## src/hdl/wdslp_pkg.sv

```systemverilog
// package: constants for the watchdog and sleep control block
package wdslp_pkg;
    // ------------------------------------------------------------
    // register map (word addresses on the plain register port)
    // ------------------------------------------------------------
    localparam logic [3:0] WDSLP_ADDR_OPTION = 4'h0;
    localparam logic [3:0] WDSLP_ADDR_STATUS = 4'h1;
    localparam logic [3:0] WDSLP_ADDR_IRQ_STAT = 4'h2;
    localparam logic [3:0] WDSLP_ADDR_IRQ_MASK = 4'h3;
    localparam logic [3:0] WDSLP_ADDR_ID_BASE = 4'h4;
    localparam logic [3:0] WDSLP_ADDR_PROG_DATA = 4'h8;
    localparam logic [3:0] WDSLP_ADDR_PROG_ADDR = 4'h9;
    // ------------------------------------------------------------
    // field layouts and reset values
    // ------------------------------------------------------------
    localparam logic [5:0] WDSLP_OPTION_RESET = 6'h3F;
    localparam int WDSLP_OPT_PSA = 3;
    localparam int WDSLP_STAT_TO = 4;
    localparam int WDSLP_STAT_PD = 3;
    localparam int WDSLP_CFG_WATCHDOG_ENABLE_FUSE = 2;
    localparam int WDSLP_CFG_CP_LSB = 3;
    localparam int WDSLP_ID_COUNT = 4;
    localparam logic [11:0] WDSLP_ID_RESET = 12'hFFF;
    localparam int WDSLP_IRQ_W = 3;
    localparam int WDSLP_IRQ_TIMEOUT = 0;
    localparam int WDSLP_IRQ_SLEEP = 1;
    localparam int WDSLP_IRQ_WAKE = 2;
    // ------------------------------------------------------------
    // timing
    // ------------------------------------------------------------
    localparam int WDSLP_TIMEOUT_US = 18000;
    localparam int WDSLP_WDT_OSC_KHZ = 200000;
    // divide first: the plain product would overflow a 32-bit int
    localparam int WDSLP_TIMEOUT_CYC = WDSLP_TIMEOUT_US *
                                       (WDSLP_WDT_OSC_KHZ / 1000);
    typedef enum logic [1:0] {
        WDSLP_RUN = 2'b01,
        WDSLP_SLEEP = 2'b10
    } wdslp_state_e;
endpackage

```

## src/hdl/wdslp_top.sv

```systemverilog
// watchdog timer, power-down control, verify gating and id words
`timescale 1ns/1ps
`default_nettype none
// Function
// - clear-watchdog zeroes counter and prescaler when prescaler serves watchdog
// - sleep zeroes counter and assigned prescaler for full period
// - sleep enters power-down; watchdog keeps counting when enabled
// - sleep sets timeout flag, clears powerdown flag, stops oscillator driver
// - pins hold their pre-sleep state during power-down
// - watchdog reset stays internal, master clear pin never driven low
// - wake only on master clear or enabled watchdog timeout, full reset
// - watchdog timeout clears the timeout flag
// - powerdown flag set at power-up, cleared only by sleep
// - watchdog counter cleared on wake from power-down
// - six option bits read as ones after every reset
// - program memory readable in verify only when unprotected
// - four id words, accessible only in program/verify mode
// - watchdog disabled when enable fuse is zero
// - one eight-bit prescaler serves timer or watchdog, never both
// - nominal 18 ms timeout, prescaler up to 1:256 for timer, 1:128 for watchdog
// - watchdog timeout resets device in run or sleep
module wdslp_top
    import wdslp_pkg::*;
#(
    parameter int TIMEOUT_CYC = WDSLP_TIMEOUT_CYC
) (
    input wire logic clock,
    input wire logic rstn,
    input wire logic [3:0] reg_addr,
    input wire logic [11:0] reg_wdata,
    input wire logic reg_wr,
    input wire logic reg_rd,
    output logic [11:0] reg_rdata,
    input wire logic clear_watchdog_instr,
    input wire logic sleep_instr,
    input wire logic master_clear_pin_n,
    input wire logic [11:0] config_word,
    input wire logic verify_mode,
    input wire logic [11:0] prog_mem_data,
    input wire logic [7:0] port_out,
    input wire logic [7:0] port_oe_n,
    input wire logic tmr_tick,
    output logic [7:0] pin_out,
    output logic [7:0] pin_oe_n,
    output logic master_clear_oe_n,
    output logic osc_drive_en,
    output logic device_reset,
    output logic tmr_prescaled_tick,
    output logic irq
);
    // ------------------------------------------------------------
    // decoding
    // ------------------------------------------------------------
    function automatic logic [7:0] ratio_mask(input logic [2:0] ps);
        ratio_mask = 8'hFF >> (3'h7 - ps);
    endfunction
    localparam int CNT_W = $clog2(TIMEOUT_CYC + 1);
    localparam logic [CNT_W-1:0] CNT_LAST = CNT_W'(TIMEOUT_CYC - 1);

    wdslp_state_e state_reg, state_next;
    logic [5:0] option_reg;
    logic timeout_flag_reg, powerdown_flag_reg;
    logic [CNT_W-1:0] wdt_cnt_reg;
    logic [7:0] presc_reg;
    logic [WDSLP_IRQ_W-1:0] irq_stat_reg, irq_mask_reg;
    logic [11:0] id_reg [WDSLP_ID_COUNT];
    logic [7:0] hold_out_reg, hold_oe_n_reg;
    logic [11:0] reg_rdata_reg;
    logic reset_pulse_reg, tmr_tick_reg;
    logic irq_reg;

    wire logic master_clear_pin_active = ~master_clear_pin_n;
    wire logic wdt_en = config_word[WDSLP_CFG_WATCHDOG_ENABLE_FUSE];
    wire logic prescaler_assign_bit = option_reg[WDSLP_OPT_PSA];
    wire logic [7:0] pmask = ratio_mask(option_reg[2:0]);
    // watchdog ratios run 1:1 to 1:128, one step below the timer's
    wire logic [7:0] wmask = pmask >> 1;
    wire logic sleeping = (state_reg == WDSLP_SLEEP);
    wire logic code_open = &config_word[11:WDSLP_CFG_CP_LSB];
    wire logic run_clr = (state_reg == WDSLP_RUN) &&
                         (clear_watchdog_instr || sleep_instr);
    wire logic cnt_wrap = (wdt_cnt_reg == CNT_LAST);
    // prescaler as watchdog postscaler: fires when its masked bits are full
    wire logic presc_full = ((presc_reg & pmask) == pmask);
    wire logic wdt_full = ((presc_reg & wmask) == wmask);
    wire logic presc_hit = prescaler_assign_bit ? wdt_full : presc_full;
    // a clear in the wrap cycle wins, so a kick is never too late
    wire logic wdt_timeout = wdt_en && cnt_wrap && !run_clr &&
                             (!prescaler_assign_bit || wdt_full);
    wire logic tmr_edge = tmr_tick && !prescaler_assign_bit;
    wire logic tmr_out = prescaler_assign_bit ? tmr_tick : (tmr_edge && presc_full);
    wire logic wake = sleeping && (master_clear_pin_active || wdt_timeout);
    wire logic [WDSLP_IRQ_W-1:0] irq_ev = {wake,
        (state_reg == WDSLP_RUN) && sleep_instr, wdt_timeout};
    wire logic wr_opt = reg_wr && (reg_addr == WDSLP_ADDR_OPTION);
    wire logic wr_istat = reg_wr && (reg_addr == WDSLP_ADDR_IRQ_STAT);
    wire logic wr_imask = reg_wr && (reg_addr == WDSLP_ADDR_IRQ_MASK);
    wire logic id_sel = (reg_addr >= WDSLP_ADDR_ID_BASE) &&
                        (reg_addr < WDSLP_ADDR_PROG_DATA);
    wire logic [1:0] id_idx = reg_addr[1:0];
    logic [11:0] rd_mux;

    // ------------------------------------------------------------
    // read mux
    // ------------------------------------------------------------
    always_comb begin
        rd_mux = 12'h000;
        case (reg_addr)
            WDSLP_ADDR_OPTION: rd_mux = {6'h00, option_reg};
            WDSLP_ADDR_STATUS: begin
                rd_mux[WDSLP_STAT_TO] = timeout_flag_reg;
                rd_mux[WDSLP_STAT_PD] = powerdown_flag_reg;
            end
            WDSLP_ADDR_IRQ_STAT: rd_mux = {9'h000, irq_stat_reg};
            WDSLP_ADDR_IRQ_MASK: rd_mux = {9'h000, irq_mask_reg};
            WDSLP_ADDR_PROG_DATA: begin
                if (verify_mode && code_open) begin
                    rd_mux = prog_mem_data;
                end
            end
            default: begin
                if (id_sel && verify_mode) begin
                    rd_mux = id_reg[id_idx];
                end
            end
        endcase
    end

    always_comb begin
        state_next = state_reg;
        case (state_reg)
            WDSLP_RUN: begin
                if (sleep_instr && !master_clear_pin_active) begin
                    state_next = WDSLP_SLEEP;
                end
            end
            WDSLP_SLEEP: begin
                if (wake) begin
                    state_next = WDSLP_RUN;
                end
            end
            default: state_next = WDSLP_RUN;
        endcase
    end

    // ------------------------------------------------------------
    // state, flags and option
    // ------------------------------------------------------------
    always_ff @(posedge clock or negedge rstn) begin
        if (!rstn) begin
            state_reg <= WDSLP_RUN;
        end else begin
            state_reg <= state_next;
        end
    end

    // any reset source brings the option back to all ones
    always_ff @(posedge clock or negedge rstn) begin
        if (!rstn) begin
            option_reg <= WDSLP_OPTION_RESET;
        end else if (master_clear_pin_active || wdt_timeout) begin
            option_reg <= WDSLP_OPTION_RESET;
        end else if (wr_opt) begin
            option_reg <= reg_wdata[5:0];
        end
    end

    // timeout clears its flag; a clear or sleep in the same cycle suppresses the timeout
    always_ff @(posedge clock or negedge rstn) begin
        if (!rstn) begin
            timeout_flag_reg <= 1'b1;
        end else if (wdt_timeout) begin
            timeout_flag_reg <= 1'b0;
        end else if (run_clr) begin
            timeout_flag_reg <= 1'b1;
        end
    end

    always_ff @(posedge clock or negedge rstn) begin
        if (!rstn) begin
            powerdown_flag_reg <= 1'b1;
        end else if (sleep_instr && state_reg == WDSLP_RUN) begin
            powerdown_flag_reg <= 1'b0;
        end else if (clear_watchdog_instr && state_reg == WDSLP_RUN) begin
            powerdown_flag_reg <= 1'b1;
        end
    end

    // ------------------------------------------------------------
    // watchdog counter and shared prescaler
    // ------------------------------------------------------------
    always_ff @(posedge clock or negedge rstn) begin
        if (!rstn) begin
            wdt_cnt_reg <= '0;
            presc_reg <= 8'h00;
        end else begin
            if (run_clr || wake || master_clear_pin_active || !wdt_en) begin
                wdt_cnt_reg <= '0;
            end else if (cnt_wrap) begin
                wdt_cnt_reg <= '0;
            end else begin
                wdt_cnt_reg <= wdt_cnt_reg + 1'b1;
            end
            if (prescaler_assign_bit && (run_clr || wake || master_clear_pin_active)) begin
                presc_reg <= 8'h00;
            end else if (prescaler_assign_bit ? (wdt_en && cnt_wrap) : tmr_edge) begin
                presc_reg <= presc_hit ? 8'h00 : presc_reg + 8'h01;
            end
        end
    end

    // ------------------------------------------------------------
    // interrupt status, mask and id words
    // ------------------------------------------------------------
    generate
        for (genvar i = 0; i < WDSLP_IRQ_W; i++) begin : g_irq
            always_ff @(posedge clock or negedge rstn) begin
                if (!rstn) begin
                    irq_stat_reg[i] <= 1'b0;
                    irq_mask_reg[i] <= 1'b0;
                end else begin
                    // a new event outranks a write-one clear
                    if (irq_ev[i]) begin
                        irq_stat_reg[i] <= 1'b1;
                    end else if (wr_istat && reg_wdata[i]) begin
                        irq_stat_reg[i] <= 1'b0;
                    end
                    if (wr_imask) begin
                        irq_mask_reg[i] <= reg_wdata[i];
                    end
                end
            end
        end
        for (genvar j = 0; j < WDSLP_ID_COUNT; j++) begin : g_id
            always_ff @(posedge clock or negedge rstn) begin
                if (!rstn) begin
                    id_reg[j] <= WDSLP_ID_RESET;
                end else if (reg_wr && verify_mode && id_sel &&
                             id_idx == 2'(j)) begin
                    id_reg[j] <= reg_wdata;
                end
            end
        end
    endgenerate

    // ------------------------------------------------------------
    // outputs, all registered
    // ------------------------------------------------------------
    // pins freeze while asleep, holding what they showed before sleep
    always_ff @(posedge clock or negedge rstn) begin
        if (!rstn) begin
            hold_out_reg <= 8'h00;
            hold_oe_n_reg <= 8'hFF;
        end else if (!sleeping) begin
            hold_out_reg <= port_out;
            hold_oe_n_reg <= port_oe_n;
        end
    end

    always_ff @(posedge clock or negedge rstn) begin
        if (!rstn) begin
            reg_rdata_reg <= 12'h000;
        end else begin
            reg_rdata_reg <= reg_rd ? rd_mux : 12'h000;
        end
    end

    always_ff @(posedge clock or negedge rstn) begin
        if (!rstn) begin
            reset_pulse_reg <= 1'b0;
        end else begin
            reset_pulse_reg <= wdt_timeout || master_clear_pin_active;
        end
    end

    always_ff @(posedge clock or negedge rstn) begin
        if (!rstn) begin
            tmr_tick_reg <= 1'b0;
        end else begin
            tmr_tick_reg <= tmr_out;
        end
    end

    // registered, so the level lags a status or mask change by a cycle
    always_ff @(posedge clock or negedge rstn) begin
        if (!rstn) begin
            irq_reg <= 1'b0;
        end else begin
            irq_reg <= |(irq_stat_reg & irq_mask_reg);
        end
    end

    assign pin_out = hold_out_reg;
    assign pin_oe_n = hold_oe_n_reg;
    assign osc_drive_en = state_reg[0];
    assign master_clear_oe_n = irq_mask_reg[0] | 1'b1;
    assign device_reset = reset_pulse_reg;
    assign tmr_prescaled_tick = tmr_tick_reg;
    assign irq = irq_reg;
    assign reg_rdata = reg_rdata_reg;
endmodule
`default_nettype wire

```

## config.mk

```make
export PLATFORM = sky130hd
export DESIGN_NAME = wdslp_top
export DESIGN_NICKNAME = d
export VERILOG_FILES = /design/src/hdl/wdslp_pkg.sv /design/src/hdl/wdslp_top.sv
export SDC_FILE = /design/constraint.sdc
export NUM_CORES = 1
export LEC_CHECK = 0
export ABC_AREA = 1
export CELL_PAD_IN_SITES_DETAIL_PLACEMENT = 0
export CELL_PAD_IN_SITES_GLOBAL_PLACEMENT = 1
export CORE_MARGIN = 2
export CORE_UTILIZATION = 30
export DETAILED_ROUTE_END_ITERATION = 6
export DONT_BUFFER_PORTS = 1
export HOLD_SLACK_MARGIN = 0.03
export PLACE_DENSITY_LB_ADDON = 0.1
export SYNTH_ARGS = -nofsm -noshare
export SYNTH_HDL_FRONTEND = slang
export SYNTH_SLANG_ARGS = --single-unit
```

## constraint.sdc

```tcl
create_clock -name clock -period 2.34 [get_ports clock]
set_clock_uncertainty 0.1 [all_clocks]
set_input_delay 0.117 -clock clock [delete_from_list [all_inputs] [get_ports clock]]
set_output_delay 0.117 -clock clock [all_outputs]
set_load 0.05 [all_outputs]
```

## After elaboration in Yosys (flattened, before gate mapping)

Cells that the tools add are included.

- Equal/unequal tests: 14
- Reductions and logical operators: 49
- Muxes and demuxes: 32
- Shifts and indexed selects: 1
- Order comparisons: 3
- Bitwise gates (word level): 5
- Add/subtract/negate cells: 3

Operators by type and width:

| kind | count |
|---|---|
| two-way mux 12 bit | 5 |
| two-way mux 22 bit | 2 |
| logical AND 1 bit | 26 |
| binary-select mux 12 bit (select 2 bit) | 1 |
| two-way mux 8 bit | 3 |
| adder 22 x 1 -> 22 bit, second input constant | 1 |
| == test 22 bit, second input constant | 1 |
| case mux 7 bit (3 select lines) | 1 |
| case mux 3 bit (5 select lines) | 1 |
| nonzero test 2 bit | 7 |
| two-way mux 1 bit | 13 |
| two-way mux 6 bit | 2 |
| AND reduction 9 bit | 1 |
| adder 8 x 1 -> 8 bit, second input constant | 1 |
| AND 8 x 7 -> 8 bit | 1 |
| AND 8 bit | 1 |
| == test 4 x 2 -> 1 bit, second input constant | 2 |
| == test 8 x 7 -> 1 bit | 1 |
| == test 8 bit | 1 |
| case mux 2 bit (4 select lines) | 1 |
| >> shifter 8 x 3 -> 8 bit, first input constant | 1 |
| == test 2 bit, second input constant | 3 |
| logical OR 1 bit | 6 |
| OR reduction 3 bit | 2 |
| other kinds (18) | 23 |

- Register bits: 125
- Logic and storage cells: 129

## Longest topological paths before layout

Gate-level depths: netlist (run 1).

- Depth in word-level cells: 12
- Gate-level depth with buffers: 13
- Mapped depth without buffers: 12

## Least setup slack after synthesis (run 1)

No wires, ideal clock.

- Kind: reg-to-reg
- Start point: register state_reg[0]
- End point: register wdt_cnt_reg[20]
- Path slack: 0.330 ns
- Stages on the path, launching flop included: 14
- Path buffers: 1
- Required time: 2.171 ns
- Period minus slack after synthesis: 2.010 ns
- Arrival: 1.841 ns
- Cells stage by stage: dfstp_2 -> inv_1 -> nor2_1 -> inv_1 -> nor2_1 -> inv_1 -> nand2_1 -> nor2_2 -> nand2_4 -> nand2_4 -> nand2_2 -> nand3_4 -> buf_8 -> nor2_4

- Cells in the longest elaborated chain, start to end: 11
- Elaborated cells on any way between the ends: 12
- Classes of those cells: eq/ne (2); mux (1); reduce/logical (9)

Ends and longest elaborated chain:

| item | line | RTL |
|---|---|---|
| start, declared | wdslp_top.sv:60 | `wdslp_state_e state_reg, state_next;` |
| start signal, assigned | wdslp_top.sv:153 | `state_reg <= state_next;` |
| == test 2 x 1 -> 1 bit | wdslp_top.sv:80 | `wire logic run_clr = (state_reg == WDSLP_RUN) &&` |
| logical AND 1 bit | wdslp_top.sv:80 |  |
| zero test 1 bit | wdslp_top.sv:88 | `wire logic wdt_timeout = wdt_en && cnt_wrap && !run_clr &&` |
| logical AND 1 bit (2 in series) | wdslp_top.sv:88 |  |
| logical OR 1 bit | wdslp_top.sv:92 | `wire logic wake = sleeping && (master_clear_pin_active \|\| wdt_timeout);` |
| logical AND 1 bit | wdslp_top.sv:92 |  |
| logical OR 1 bit * (3 in series) | wdslp_top.sv:197 | `if (run_clr \|\| wake \|\| master_clear_pin_active \|\| !wdt_en) begin` |
| two-way mux 22 bit * | wdslp_top.sv:197 |  |
| end signal, assigned | wdslp_top.sv:202 | `wdt_cnt_reg <= wdt_cnt_reg + 1'b1;` |
| end, declared | wdslp_top.sv:63 | `logic [CNT_W-1:0] wdt_cnt_reg;` |

Every way passes the cells marked *; elsewhere a longest branch is shown, timed or not.
A chain may end at the register's enable or synchronous reset.

## Worst setup path in the final report (run 1)

- Start point: register wdt_cnt_reg[1]
- End point: register option_reg[5]

- Cells in the longest elaborated chain, start to end: 6
- Elaborated cells on any way between the ends: 7
- Classes of those cells: eq/ne (1); mux (1); reduce/logical (5)

Ends and longest elaborated chain:

| item | line | RTL |
|---|---|---|
| == test 22 bit * | wdslp_top.sv:82 | `wire logic cnt_wrap = (wdt_cnt_reg == CNT_LAST);` |
| logical AND 1 bit * (3 in series) | wdslp_top.sv:88 |  |
| logical OR 1 bit * | wdslp_top.sv:161 | `end else if (master_clear_pin_active \|\| wdt_timeout) begin` |
| two-way mux 6 bit / nonzero test 2 bit (equally long branches) | - |  |
| end signal, assigned | wdslp_top.sv:164 | `option_reg <= reg_wdata[5:0];` |
| end, declared | wdslp_top.sv:61 | `logic [5:0] option_reg;` |

Marked as above.

==> results of run 1 <==
## synth_stat cells (4+ instances only)
library cell and n:
sky130_fd_sc_hd__xor2_1 10, sky130_fd_sc_hd__a211oi_1 7, sky130_fd_sc_hd__nand3_1 37, sky130_fd_sc_hd__dfstp_2 65
sky130_fd_sc_hd__nor2_2 21, sky130_fd_sc_hd__inv_2 7, sky130_fd_sc_hd__or2_2 4, sky130_fd_sc_hd__dfrtp_1 60
sky130_fd_sc_hd__nand2_2 5, sky130_fd_sc_hd__a21oi_1 31, sky130_fd_sc_hd__nor4_1 4, sky130_fd_sc_hd__nand4_1 24
sky130_fd_sc_hd__clkbuf_1 19, sky130_fd_sc_hd__nor2_1 58, sky130_fd_sc_hd__nor3_1 12, sky130_fd_sc_hd__nand2_1 243
sky130_fd_sc_hd__inv_1 65, sky130_fd_sc_hd__o22ai_1 6, sky130_fd_sc_hd__o21ai_1 9, sky130_fd_sc_hd__o21ai_0 58
sky130_fd_sc_hd__nand3b_1 4
## metrics by stage
step / std cells / util, %
global placement: 1043 / 32.5
detailed placement: 1043 / 32.5
finish: 1145 / 38.9
floorplan: 779 / -
CTS: 1141 / 38.7
global route: 1144 / 38.9
## cell families after synthesis
| logic type | Yosys count | synth area share, % |
|---|---|---|
| XOR/XNOR | 12 | 1.67 |
| buffers and inverters | 97 | 6.38 |
| AO/OA/AOI/OAI | 120 | 10.5 |
| AND/OR/NAND/NOR | 422 | 29.9 |
| other | 1 | 0.0597 |
| flip-flops | 125 | 51.1 |
| adder cells (fa/ha/maj) | 2 | 0.398 |
## timing repair
action                                 in CTS  in global routing
gates resized for setup                     0                  4
setup buffers                               0                  1
endpoints found under the hold margin     239                125
setup endpoints to repair                   0                 25
## final cells by class
class / count / area (µm²)
Antenna cell: 1 / 2.50
Clock buffer: 17 / 425
Fill cell: 2101 / 12400
Inverter: 73 / 274
Clock inverter: 15 / 160
Multi-Input combinational cell: 559 / 2710
Tap cell: 270 / 338
Sequential cell: 125 / 3210
Timing Repair Buffer: 85 / 803
## routing by layer
layer | vias up | share of wire, %
li1 | 2702 | -
met1 | 2594 | 46
met2 | 130 | 47
met3 | 21 | 6.1
met4 | 0 | 1.7
met5 | - | 0
## worst max-delay path: stages, from the launching register on
cell	delay, ns
sky130_fd_sc_hd__dfrtp_1	0.35
sky130_fd_sc_hd__ha_2	0.21
sky130_fd_sc_hd__nand2_1	0.11
sky130_fd_sc_hd__nor2_4	0.13
sky130_fd_sc_hd__nand2_1	0.08
sky130_fd_sc_hd__nor2_2	0.11
sky130_fd_sc_hd__nand3_2	0.14
sky130_fd_sc_hd__nor2_4	0.14
sky130_fd_sc_hd__nand2_4	0.11
sky130_fd_sc_hd__nand3_1	0.09
sky130_fd_sc_hd__dlygate4sd3_1	0.56
## power breakdown
| part | internal, µW | total, µW | switching (µW) |
|---|---|---|---|
| Clock | 1580 | 2610 | 1040 |
| Combinational | 222 | 526 | 303 |
| Sequential | 2500 | 2760 | 254 |
## worst max path at each step
| stage | slack, ns | cells after the start | to |
|---|---|---|---|
| 5_1_grt | 0.002 | 10 | option_reg[2]$_DFFE_PN1P_ |
| 4_1_cts | 0.07 | 12 | wdt_cnt_reg[11]$_DFF_PN0_ |
| 3_5_place_dp | 0.09 | 12 | wdt_cnt_reg[18]$_DFF_PN0_ |
| 2_1_floorplan | 0.33 | 13 | wdt_cnt_reg[20]$_DFF_PN0_ |
| 6_report | 0.16 | 10 | option_reg[5]$_DFFE_PN1P_ |
| 3_3_place_gp | 0.13 | 12 | wdt_cnt_reg[11]$_DFF_PN0_ |
==> run summary, run 1 <==
In the layout the commonest cells are 243 x sky130_fd_sc_hd__nand2_1, 66 x sky130_fd_sc_hd__dlygate4sd3_1, 65 x sky130_fd_sc_hd__inv_1, 65 x sky130_fd_sc_hd__dfstp_2, 60 x sky130_fd_sc_hd__dfrtp_1. After detailed routing, the average wire length per cell comes to 16.0 µm. Data on the critical path is required at its endpoint by 2.60 ns. Relative to the synthesized area, the layout overhead comes to 26.2%. Entering global routing, the biggest net connects 126 pins. The tool flagged a number of max-cap violations equal to 0. The run gives 0 as the number of max-slew violations in the final report. Leaving out fill and tap cells, the most frequent cell in the layout is sky130_fd_sc_hd__nand2_1. In this run, the number of DRC markers left after iteration 0 of detailed routing was 357. Origin of the worst setup path: wdt_cnt_reg[1]$_DFF_PN0_.

The tools report the I/O pin count as 98. The analysis attributes to cell leakage a power of 0.00342 µW. STA classifies the critical path endpoint as a register. The worst-case IR drop observed on VDD is 0.413 mV. The floorplan step defined a die boundary enclosing 22,100 µm².

Summing all placed instances gives a cell area of 6630 µm². Counting every instance in the synthesized netlist gives 779. The critical path in this run is classified as reg2reg. The tools report the met2 global-route usage as 27.6%. Measured in cells, the most critical reg-to-reg path has a length of 10. The run gives 5,417 as the via count of the first global-routing pass.

The worst setup timing slack at the placement stage is 0.0894 ns. Across all setup checks in the final design, the least slack found is 0.159 ns. TritonCTS built the clock tree. The endpoint identified for the worst register-to-register timing path is option_reg[5]$_DFFE_PN1P_. After synthesis, the cell types taking the most area are sky130_fd_sc_hd__dfstp_2 27%, sky130_fd_sc_hd__dfrtp_1 24%, sky130_fd_sc_hd__nand2_1 15%.

In this run the cell area of the synthesized design comes to 6280 µm². The total of flip-flops plus latches after synthesis works out to 125. The count of flip-flops with a built-in enable after synthesis came out at 0. The type of the tightest min-delay check is in2async. Clock tree synthesis inserted a total of 17 buffers. The final layout net count was 928; the post-detailed-route via-to-cell ratio was 4.76. The die boundary width came out at 149 µm. Global routing finished with a remaining overflow of 0. Biggest area consumer among synthesized cells: sky130_fd_sc_hd__dfstp_2. In this run the mean area of a mapped cell was 8.06 µm². The die outline height was 149 µm. In this run the worst path has a maximum fanout of 9.

The fraction of the cycle the final worst path needs was 93.2%. Global routing used 4.97% of the available met3 tracks. The flow ran to the end, but the final reports show violations. For the final hold slack, the log shows -0.695 ns. The clock latency reported for the late side of the worst-skew pair came out at 0.42 ns. Transition at the pin with the smallest max-transition slack: 0.981 ns.

In the final timing run, aggregate negative setup slack is 0 ns. The root buffer selected by CTS was sky130_fd_sc_hd__clkbuf_16. Number of detailed-routing iterations run before antenna repair: 6. The run gives 66 as the total of hold buffers inserted after clock tree synthesis. The level count of the clock H-tree was 4. Setup repair after global routing left no endpoint under its margin.

For the finished layout, the period the worst path requires is 2.18 ns. After floorplanning, the core was sized to cover 20,400 µm². Count of synthesis-stage warnings from yosys: 0. For this run, design rule violations remaining after detail routing come to 0. The finished cells cover 7920 µm².

The register with the most flip-flops in the layout has 48 of them. The logs give 0.458 GHz for the maximum frequency from static timing analysis and 52 for the placement row count. The completed layout was analyzed and its total power is 5900 µW. Counting along the longest clock path gives a buffer depth of 2.

The run gives 34.2% as the relative max-transition margin. The first-pass GRT wire length was 29,000 µm; the number of antenna violations at the first check in global routing was 0. The arrival time at the worst endpoint is 2.44 ns, and the register-to-register setup slack is 0.16 ns.

For this configuration, the core starts out at a cell density of 30.8%. The number of different library cells used by synthesis comes to 42. The tools report the final count of hold timing violations as 125. The prevailing post-synth register cell is sky130_fd_sc_hd__dfstp_2. The count of input and output buffers was 0; the share of flip-flops with an asynchronous set or reset was 100%. The setup-violating endpoint count in the final report was 0.

The global-route met1 utilization is 22.0%, and the sink count of the clock tree is 125. Once detail routing completed, the nets flagged for antenna violations numbered 0. In this run the most used layer during global routing was met2. The proportion of netlist area held by the largest area contributor works out to 27.2%.

For the final weighted congestion in routability-driven placement, the log shows 0.858. The detailed-route via count came out at 5,447. For this run, the register share of the synthesized area comes to 51.1%. STA classifies the critical path startpoint as a register. The number of nets handed over by synthesis was 846. The post-route netlist has 19.0% of its cells at a drive strength greater than 1. The tools report the global router's overall resource usage as 17.1%. The total power per unit cell area came out at 744 nW/µm². After detailed routing, the total wire length is 18,300 µm. The launch instance of the worst register-to-register path is wdt_cnt_reg[1]$_DFF_PN0_.

The final reports fail on negative hold slack. After legalization and detailed placement, the total HPWL measured 12,400 µm. The clock input transition at the sequential cells of the worst setup and hold paths came out at 0.06 ns.
(Power assumes the default switching activity.)
==> run 2, diff against run 1 <==
Settings changed: CTS_BUF_LIST set to sky130_fd_sc_hd__clkbuf_8, REMOVE_ABC_BUFFERS set to 1.
Clock period 2.34 ns to 2.1 ns, I/O delays scaled along.
==> run 2 against run 1 <==
Net effect:
- the run still ends with negative hold slack left
- critical path depth down 2
- worst setup slack worse by 0.063 ns
- combinational power up 14%
- register-to-register slack about the same
- cell area up 0.92%
- total power up 2.5%
- first-iteration DRC count down 11%
- utilization up 0.36 points
- sequential share of layout area down 0.37 points
- worst hold slack worse by 0.046 ns
- largest power group unchanged
==> run summary, run 2 (synthesis results as in run 1) <==
The run finished, with violations left. The final reports fail on negative hold slack. Highest fanout seen on the critical path: 20 (+11). The number of detailed-routing iterations run before antenna repair is 7 (+1). For the number of buffers inserted by post-CTS setup repair, the log shows 0 (unchanged). TritonCTS built the clock tree. The area added between synthesis and finish was 27.3%. The worst setup timing slack at the placement stage is -0.0583 ns (-0.148 ns).

The total power per unit cell area works out to 756 nW/µm² (+1.6%). The total of hold buffers inserted after clock tree synthesis came out at 76 (+15%). The worst setup path is captured at a register. The post-detailed-route via-to-cell ratio was 4.70 (-1.1%); the clock latency reported for the late side of the worst-skew pair was 0.44 ns (+0.02 ns).

Setup repair after global routing left no endpoint under its margin. The final weighted congestion in routability-driven placement is 0.817 (-4.8%). The worst path setup slack after routing was 0.0957 ns (-0.0630 ns). In the finished design, the share of the clock period the worst path needs comes to 95.4%. For the critical path data required time, the log shows 2.35 ns (-0.25 ns). The final count of hold timing violations is 125 (unchanged), and the final instance count without filler cells is 1,165 (+1.7%).

The flip-flop count of the largest register after layout is 48 (unchanged), and the first-pass GRT wire length is 29,500 µm (+1.6%). Max capacitance violation total: 0 (unchanged). The logs give 0 (-1) for the number of inserted diodes and 0.00347 µW (+1.5%) for the leakage dissipation. The tools report the level count of the clock H-tree as 4 (unchanged). Root buffer selected by CTS: sky130_fd_sc_hd__clkbuf_8. By startpoint and endpoint, the worst setup path is classified as in2reg. The maximum number of pins on one net before global-route repair is 126 (unchanged), and the placement row count is 52 (unchanged). The library cell used most frequently in the layout, excluding fill and tap cells, is sky130_fd_sc_hd__nand2_1. The routed length per placed instance came out at 15.8 µm (-1.2%). The tools report the remaining global-route overflow as 0 (unchanged). The I/O pin count came out at 98 (unchanged).

The final layout net count is 949 (+2.3%), and the maximum frequency from static timing analysis is 0.499 GHz. The die boundary width was 149 µm (unchanged); the final hold slack was -0.741 ns (-0.0461 ns). The logs give 22.1% (+0.093 points) for the global-route met1 utilization and 0 (unchanged) for the number of max-slew violations in the final report. The count of input and output buffers works out to 0 (unchanged). The number of CTS-inserted buffers was 17 (unchanged); the die outline height was 149 µm (unchanged).

The total negative setup slack is 0 ns (unchanged), and the setup-violating endpoint count in the final report is 0 (unchanged). The run gives 2 (unchanged) as the number of buffers on the longest clock path. The depth of the worst register-to-register path is 5 (-5). The ratio of cells with drive above 1 in the final layout is 20.3% (+1.3 points). The met3 usage in global routing came out at 3.96% (-1.0 points). The met2 global-route usage was 28.5% (+0.88 points); the post-route total power was 6050 µW (+2.5%). The detailed-route via count was 5,481 (+0.62%); the floorplan die area was 22,100 µm² (unchanged).

The post-route minimum period was 2.00 ns; the relative max-transition margin was 60.4% (+26 points). The run gives 0 (unchanged) as the number of nets still failing antenna checks after routing. The library cells used most frequently in the layout, excluding fill and tap cells, are 242 x sky130_fd_sc_hd__nand2_1, 76 x sky130_fd_sc_hd__dlygate4sd3_1, 65 x sky130_fd_sc_hd__inv_1, 65 x sky130_fd_sc_hd__dfstp_2, 60 x sky130_fd_sc_hd__dfrtp_1. The most congested layer reported by global routing is met2. The half-perimeter wire length after placement is 12,400 µm (-0.65%), and the sink count of the clock tree is 125 (unchanged). The total of fill cells in the finished design is 2,110 (+0.43%).

The starting density of the core was 30.8% (unchanged). For the via count of the first global-routing pass, the log shows 5,586 (+3.1%). The number of DRC markers in iteration 0 was 317 (-11%).

The maximum ir drop on the vdd rail was 0.322 mV (-22%). For the core footprint, the log shows 20,400 µm² (unchanged). The worst setup path is launched from an input port. The tools report the number of cells in the design after placement as 1,055 (+1.2%). The transition at the pin with the smallest max-transition slack was 0.593 ns (-0.388 ns); the post-route DRC violation count was 0 (unchanged). The tools report the arrival time at the worst endpoint as 2.26 ns (-0.18 ns).

The wire length reported by the detailed router is 18,400 µm (+0.51%), and the number of antenna violations at the first check in global routing is 0 (unchanged). For the global router's overall resource usage, the log shows 17.1% (about the same). The clock input transition at the sequential cells of the worst setup and hold paths came out at 0.08 ns (+0.02 ns). In this run the worst hold path is classified as in2async.
==> run 2: changes by cell type in the layout (fill, tap and decap cells not counted), sizes merged <==
cell / before / now
inv: 77 / 74
clkbuf: 17 / 18
bufinv: 2 / 4
dlygate4sd3: 66 / 76
diode: 1 / 0
clkinvlp: 5 / 2
buf: 19 / 30
clkinv: 4 / 7
==> run 2: layout make-up <==
cell class	count	area [µm²]	area share (%)
clock buffer	18	248	3.10
clock inverter	14	191	2.39
inverter	73	274	3.43
multi-input combinational	559	2750	34.3
sequential	125	3210	40.1
tap	270	338	4.23
timing repair buffer	106	990	12.4
==> run 2: metrics by stage <==
step	util [%]	hold slack [ns]	instance area, µm²
floorplan	-	-0.291	6150
detailed placement	33.0	-0.284	6720
finish	39.3	-0.741	8000
global route	39.3	-0.782	8000
global placement	33.0	-0.282	6720
CTS	39.0	-0.774	7940
==> run 2: path summary, 6_finish.rpt <==
path                                           startpoint  slack (ns)                       to
worst min register to register     id_reg[12]$_DFFE_PN1P_        0.38   id_reg[12]$_DFFE_PN1P_
max in group asynchronous                            rstn        2.42  pin_oe_n[5]$_DFFE_PN1P_
min in group clock                            reg_addr[0]        0.07   id_reg[12]$_DFFE_PN1P_
worst min-delay path                                 rstn       -0.74   reg_rdata[7]$_DFF_PN0_
worst max-delay path                               reg_wr         0.1    id_reg[8]$_DFFE_PN1P_
worst max register to register  option_reg[1]$_DFFE_PN1P_        0.15   reg_rdata[1]$_DFF_PN0_
==> run 2: critical path: stages <==
cell	delay, ns
sky130_fd_sc_hd__dlygate4sd3_1	0.57
sky130_fd_sc_hd__inv_1	0.11
sky130_fd_sc_hd__nor4_2	0.13
sky130_fd_sc_hd__dlygate4sd3_1	0.58
sky130_fd_sc_hd__buf_4	0.14
sky130_fd_sc_hd__nand2_1	0.13
sky130_fd_sc_hd__buf_4	0.27
sky130_fd_sc_hd__o21ai_0	0.21
==> run 2: per-layer routing <==
| metal | share of wire, % | vias up |
|---|---|---|
| met3 | 4.5 | 22 |
| met5 | 0 | - |
| li1 | - | 2743 |
| met1 | 46 | 2584 |
| met4 | 1.7 | 0 |
| met2 | 47 | 132 |
==> run 2: what timing repair did <==
item	4_1_cts	5_1_grt
gates resized for setup	2	10
gates cloned	1	1
hold endpoints to repair	249	125
setup endpoints to repair	22	35
==> run 2: where the power goes <==
part           internal (µW)  leakage (µW)  total, µW  switching [µW]
Combinational            266       0.00177        601             335
Sequential              2780       0.00148       3070             287
Clock                   1330      0.000219       2370            1050
==> run 3, diff against run 2 <==
Settings changed: CORE_ASPECT_RATIO set to 1.25.
==> run 3 against run 2 <==
Net effect:
- the run still ends with negative hold slack left
- maximum frequency increased by 1.1%
- count of clock-buffer cells in the layout unchanged
- cell area decreased by 0.13%
- cell count about the same
- worst hold slack improved by 0.0077 ns
- sequential power about the same
- utilization decreased by 0.63 points
- critical endpoint is now id_reg[3]$_DFFE_PN1P_
- largest cell class unchanged
==> run summary, run 3 (synthesis results as in run 1) <==
The register-to-register setup slack came out at 0.15 ns (about the same). The number of detailed-routing iterations run before antenna repair was 4 (-3). Tracing the worst setup path back leads to its startpoint at reg_addr[3]. The checks that failed: negative hold slack. The run gives 0.44 ns (about the same) as the clock latency reported for the late side of the worst-skew pair. The area growth from synthesis to layout is 27.2%.

The post-route minimum period was 1.98 ns (-0.0220 ns). The tools report the detailed-route via count as 5,447 (-0.62%). The number of nets still failing antenna checks after routing is 0 (unchanged), and the critical path data required time is 2.35 ns (about the same). The die boundary width works out to 133 µm (-10%).

The total power per unit cell area is 754 nW/µm² (-0.25%), and the final instance count without filler cells is 1,166 (+0.086%). The fraction of the cycle the final worst path needs is 94.4% (-1.0 points). The run gives 12,300 µm (-0.76%) as the half-perimeter wire length after placement. The tools report the level count of the clock H-tree as 4 (unchanged). The run gives 58.0% (-2.5 points) as the relative max-transition margin. The starting density of the core is 30.4% (-0.46 points), and the final weighted congestion in routability-driven placement is 0.852 (+4.3%).

The total of fill cells in the finished design is 2,197 (+4.1%), and the setup-violating endpoint count in the final report is 0 (unchanged). The tools report the maximum frequency from static timing analysis as 0.504 GHz (+1.1%). Final hold slack: -0.733 ns (+0.00770 ns).

Post-detailed-route via-to-cell ratio: 4.67 (-0.71%). The setup path with the least slack is of type in2reg. The transition at the pin with the smallest max-transition slack works out to 0.630 ns (+0.0374 ns). The depth of the worst register-to-register path is 13 (+8). The count of input and output buffers was 0 (unchanged); the core footprint was 20,700 µm² (+1.5%). The flip-flop count of the largest register after layout is 48 (unchanged), and the number of max-slew violations in the final report is 0 (unchanged).

The worst register-to-register path ends at wdt_cnt_reg[11]$_DFF_PN0_. The run gives 0 (unchanged) as the post-route DRC violation count. Number of buffers on the longest clock path: 2 (unchanged). CTS placed an instance of sky130_fd_sc_hd__clkbuf_8 at the clock tree root. The maximum ir drop on the vdd rail is 0.349 mV (+8.2%). The first-pass GRT wire length was 29,600 µm (+0.49%); the via count of the first global-routing pass was 5,571 (-0.27%). Wire length reported by the detailed router: 18,000 µm (-2.3%). For the post-route total power, the log shows 6020 µW (-0.38%).

Sink count of the clock tree: 125 (unchanged). The tools report the placement row count as 59 (+13%). Worst setup timing slack at the placement stage: 0.113 ns (+0.171 ns).

Setup repair after global routing left no endpoint under its margin. The last element of the critical path was id_reg[3]$_DFFE_PN1P_. The die outline height is 166 µm (+11%).

For the max capacitance violation total, the log shows 0 (unchanged). The run gives 2.23 ns (-0.03 ns) as the arrival time at the worst endpoint. Ratio of cells with drive above 1 in the final layout: 20.1% (-0.27 points). Highest fanout seen on the critical path: 20 (unchanged). The I/O pin count is 98 (unchanged).

The routed length per placed instance is 15.4 µm (-2.4%), and the number of DRC markers in iteration 0 is 196 (-38%). The tools report the maximum number of pins on one net before global-route repair as 126 (unchanged). Number of inserted diodes: 0 (unchanged). The tools report the floorplan die area as 22,100 µm² (about the same). TritonCTS built the clock tree.

The final layout net count was 946 (-0.32%); the clock input transition at the sequential cells of the worst setup and hold paths was 0.08 ns (about the same). The path class of the tightest hold or removal check is in2async. Leaving out fill and tap cells, the most frequent cell in the layout is sky130_fd_sc_hd__nand2_1. The type of origin of the critical path was an input port.

The final count of hold timing violations is 125 (unchanged). Number of CTS-inserted buffers: 17 (unchanged). The total of hold buffers inserted after clock tree synthesis is 75 (-1.3%), and the remaining global-route overflow is 0 (unchanged). Launch instance of the worst register-to-register path: wdt_cnt_reg[0]$_DFF_PN0_. Global router's overall resource usage: 17.0% (-0.11 points).

The number of antenna violations at the first check in global routing was 0 (unchanged). For the leakage dissipation, the log shows 0.00349 µW (+0.74%). The tools report the total negative setup slack as 0 ns (unchanged).

The run finished, with violations left. The worst path setup slack after routing came out at 0.118 ns (+0.0220 ns). In the layout the commonest cells are 241 x sky130_fd_sc_hd__nand2_1, 74 x sky130_fd_sc_hd__dlygate4sd3_1, 66 x sky130_fd_sc_hd__inv_1, 65 x sky130_fd_sc_hd__dfstp_2, 60 x sky130_fd_sc_hd__dfrtp_1. The tools report the number of cells in the design after placement as 1,059 (+0.38%). The worst setup path is captured at a register.
==> run 3: repair_timing <==
| item | CTS | global route |
|---|---|---|
| buffers inserted | 0 | 0 |
| hold endpoints to repair | 249 | 125 |
| endpoints found under the setup margin | 0 | 42 |
| gates resized for setup | 0 | 13 |
==> run 3: how the worst min path moves through the flow <==
| stage | depth (start not counted) | slack, ns | start | end |
|---|---|---|---|---|
| floorplan | 0 | -0.29 | rstn | device_reset$_DFF_PN0_ |
| detailed placement | 0 | -0.28 | rstn | wdt_cnt_reg[13]$_DFF_PN0_ |
| global placement | 0 | -0.28 | rstn | wdt_cnt_reg[13]$_DFF_PN0_ |
| global route | 0 | -0.78 | rstn | wdt_cnt_reg[17]$_DFF_PN0_ |
| CTS | 0 | -0.78 | rstn | reg_rdata[6]$_DFF_PN0_ |
| finish | 0 | -0.73 | rstn | reg_rdata[7]$_DFF_PN0_ |
==> run 3: routing by layer <==
| layer | part of all wire (%) | wire, µm | global-route usage (%) | vias up |
|---|---|---|---|---|
| met3 | 4.2 | 763 | 3.82 | 26 |
| met5 | 0 | 0 | 0 | - |
| li1 | - | - | - | 2733 |
| met4 | 1.7 | 312 | 5.46 | 0 |
| met1 | 45 | 8010 | 21.7 | 2554 |
| met2 | 49 | 8880 | 28.4 | 134 |
==> run 3: power breakdown <==
part / total [µW] / internal [µW] / switching, µW
Clock: 2360 / 1330 / 1030
Sequential: 3070 / 2780 / 283
Combinational: 595 / 268 / 327
==> run 3: final cells by class <==
cell class / instances / area [µm²] / share of cell area [%]
clock buffer: 18 / 248 / 3.10
clock inverter: 14 / 194 / 2.43
inverter: 73 / 277 / 3.46
multi-input combinational: 557 / 2700 / 33.9
sequential: 125 / 3210 / 40.2
tap: 274 / 343 / 4.29
timing repair buffer: 105 / 1010 / 12.7
==> run 3: critical path: stages <==
cell	delay (ns)
sky130_fd_sc_hd__dlygate4sd3_1	0.61
sky130_fd_sc_hd__nor4_2	0.27
sky130_fd_sc_hd__dlygate4sd3_1	0.58
sky130_fd_sc_hd__buf_4	0.14
sky130_fd_sc_hd__nand2_1	0.12
sky130_fd_sc_hd__buf_6	0.22
sky130_fd_sc_hd__o21ai_0	0.19
==> run 3: per-stage QoR <==
stage / hold slack (ns) / utilization (%) / cell area (µm²)
finish: -0.733 / 38.6 / 7990
global route: -0.777 / 38.6 / 7990
CTS: -0.784 / 38.4 / 7940
detailed placement: -0.282 / 32.6 / 6750
global placement: -0.284 / 32.6 / 6750
floorplan: -0.291 / - / 6150
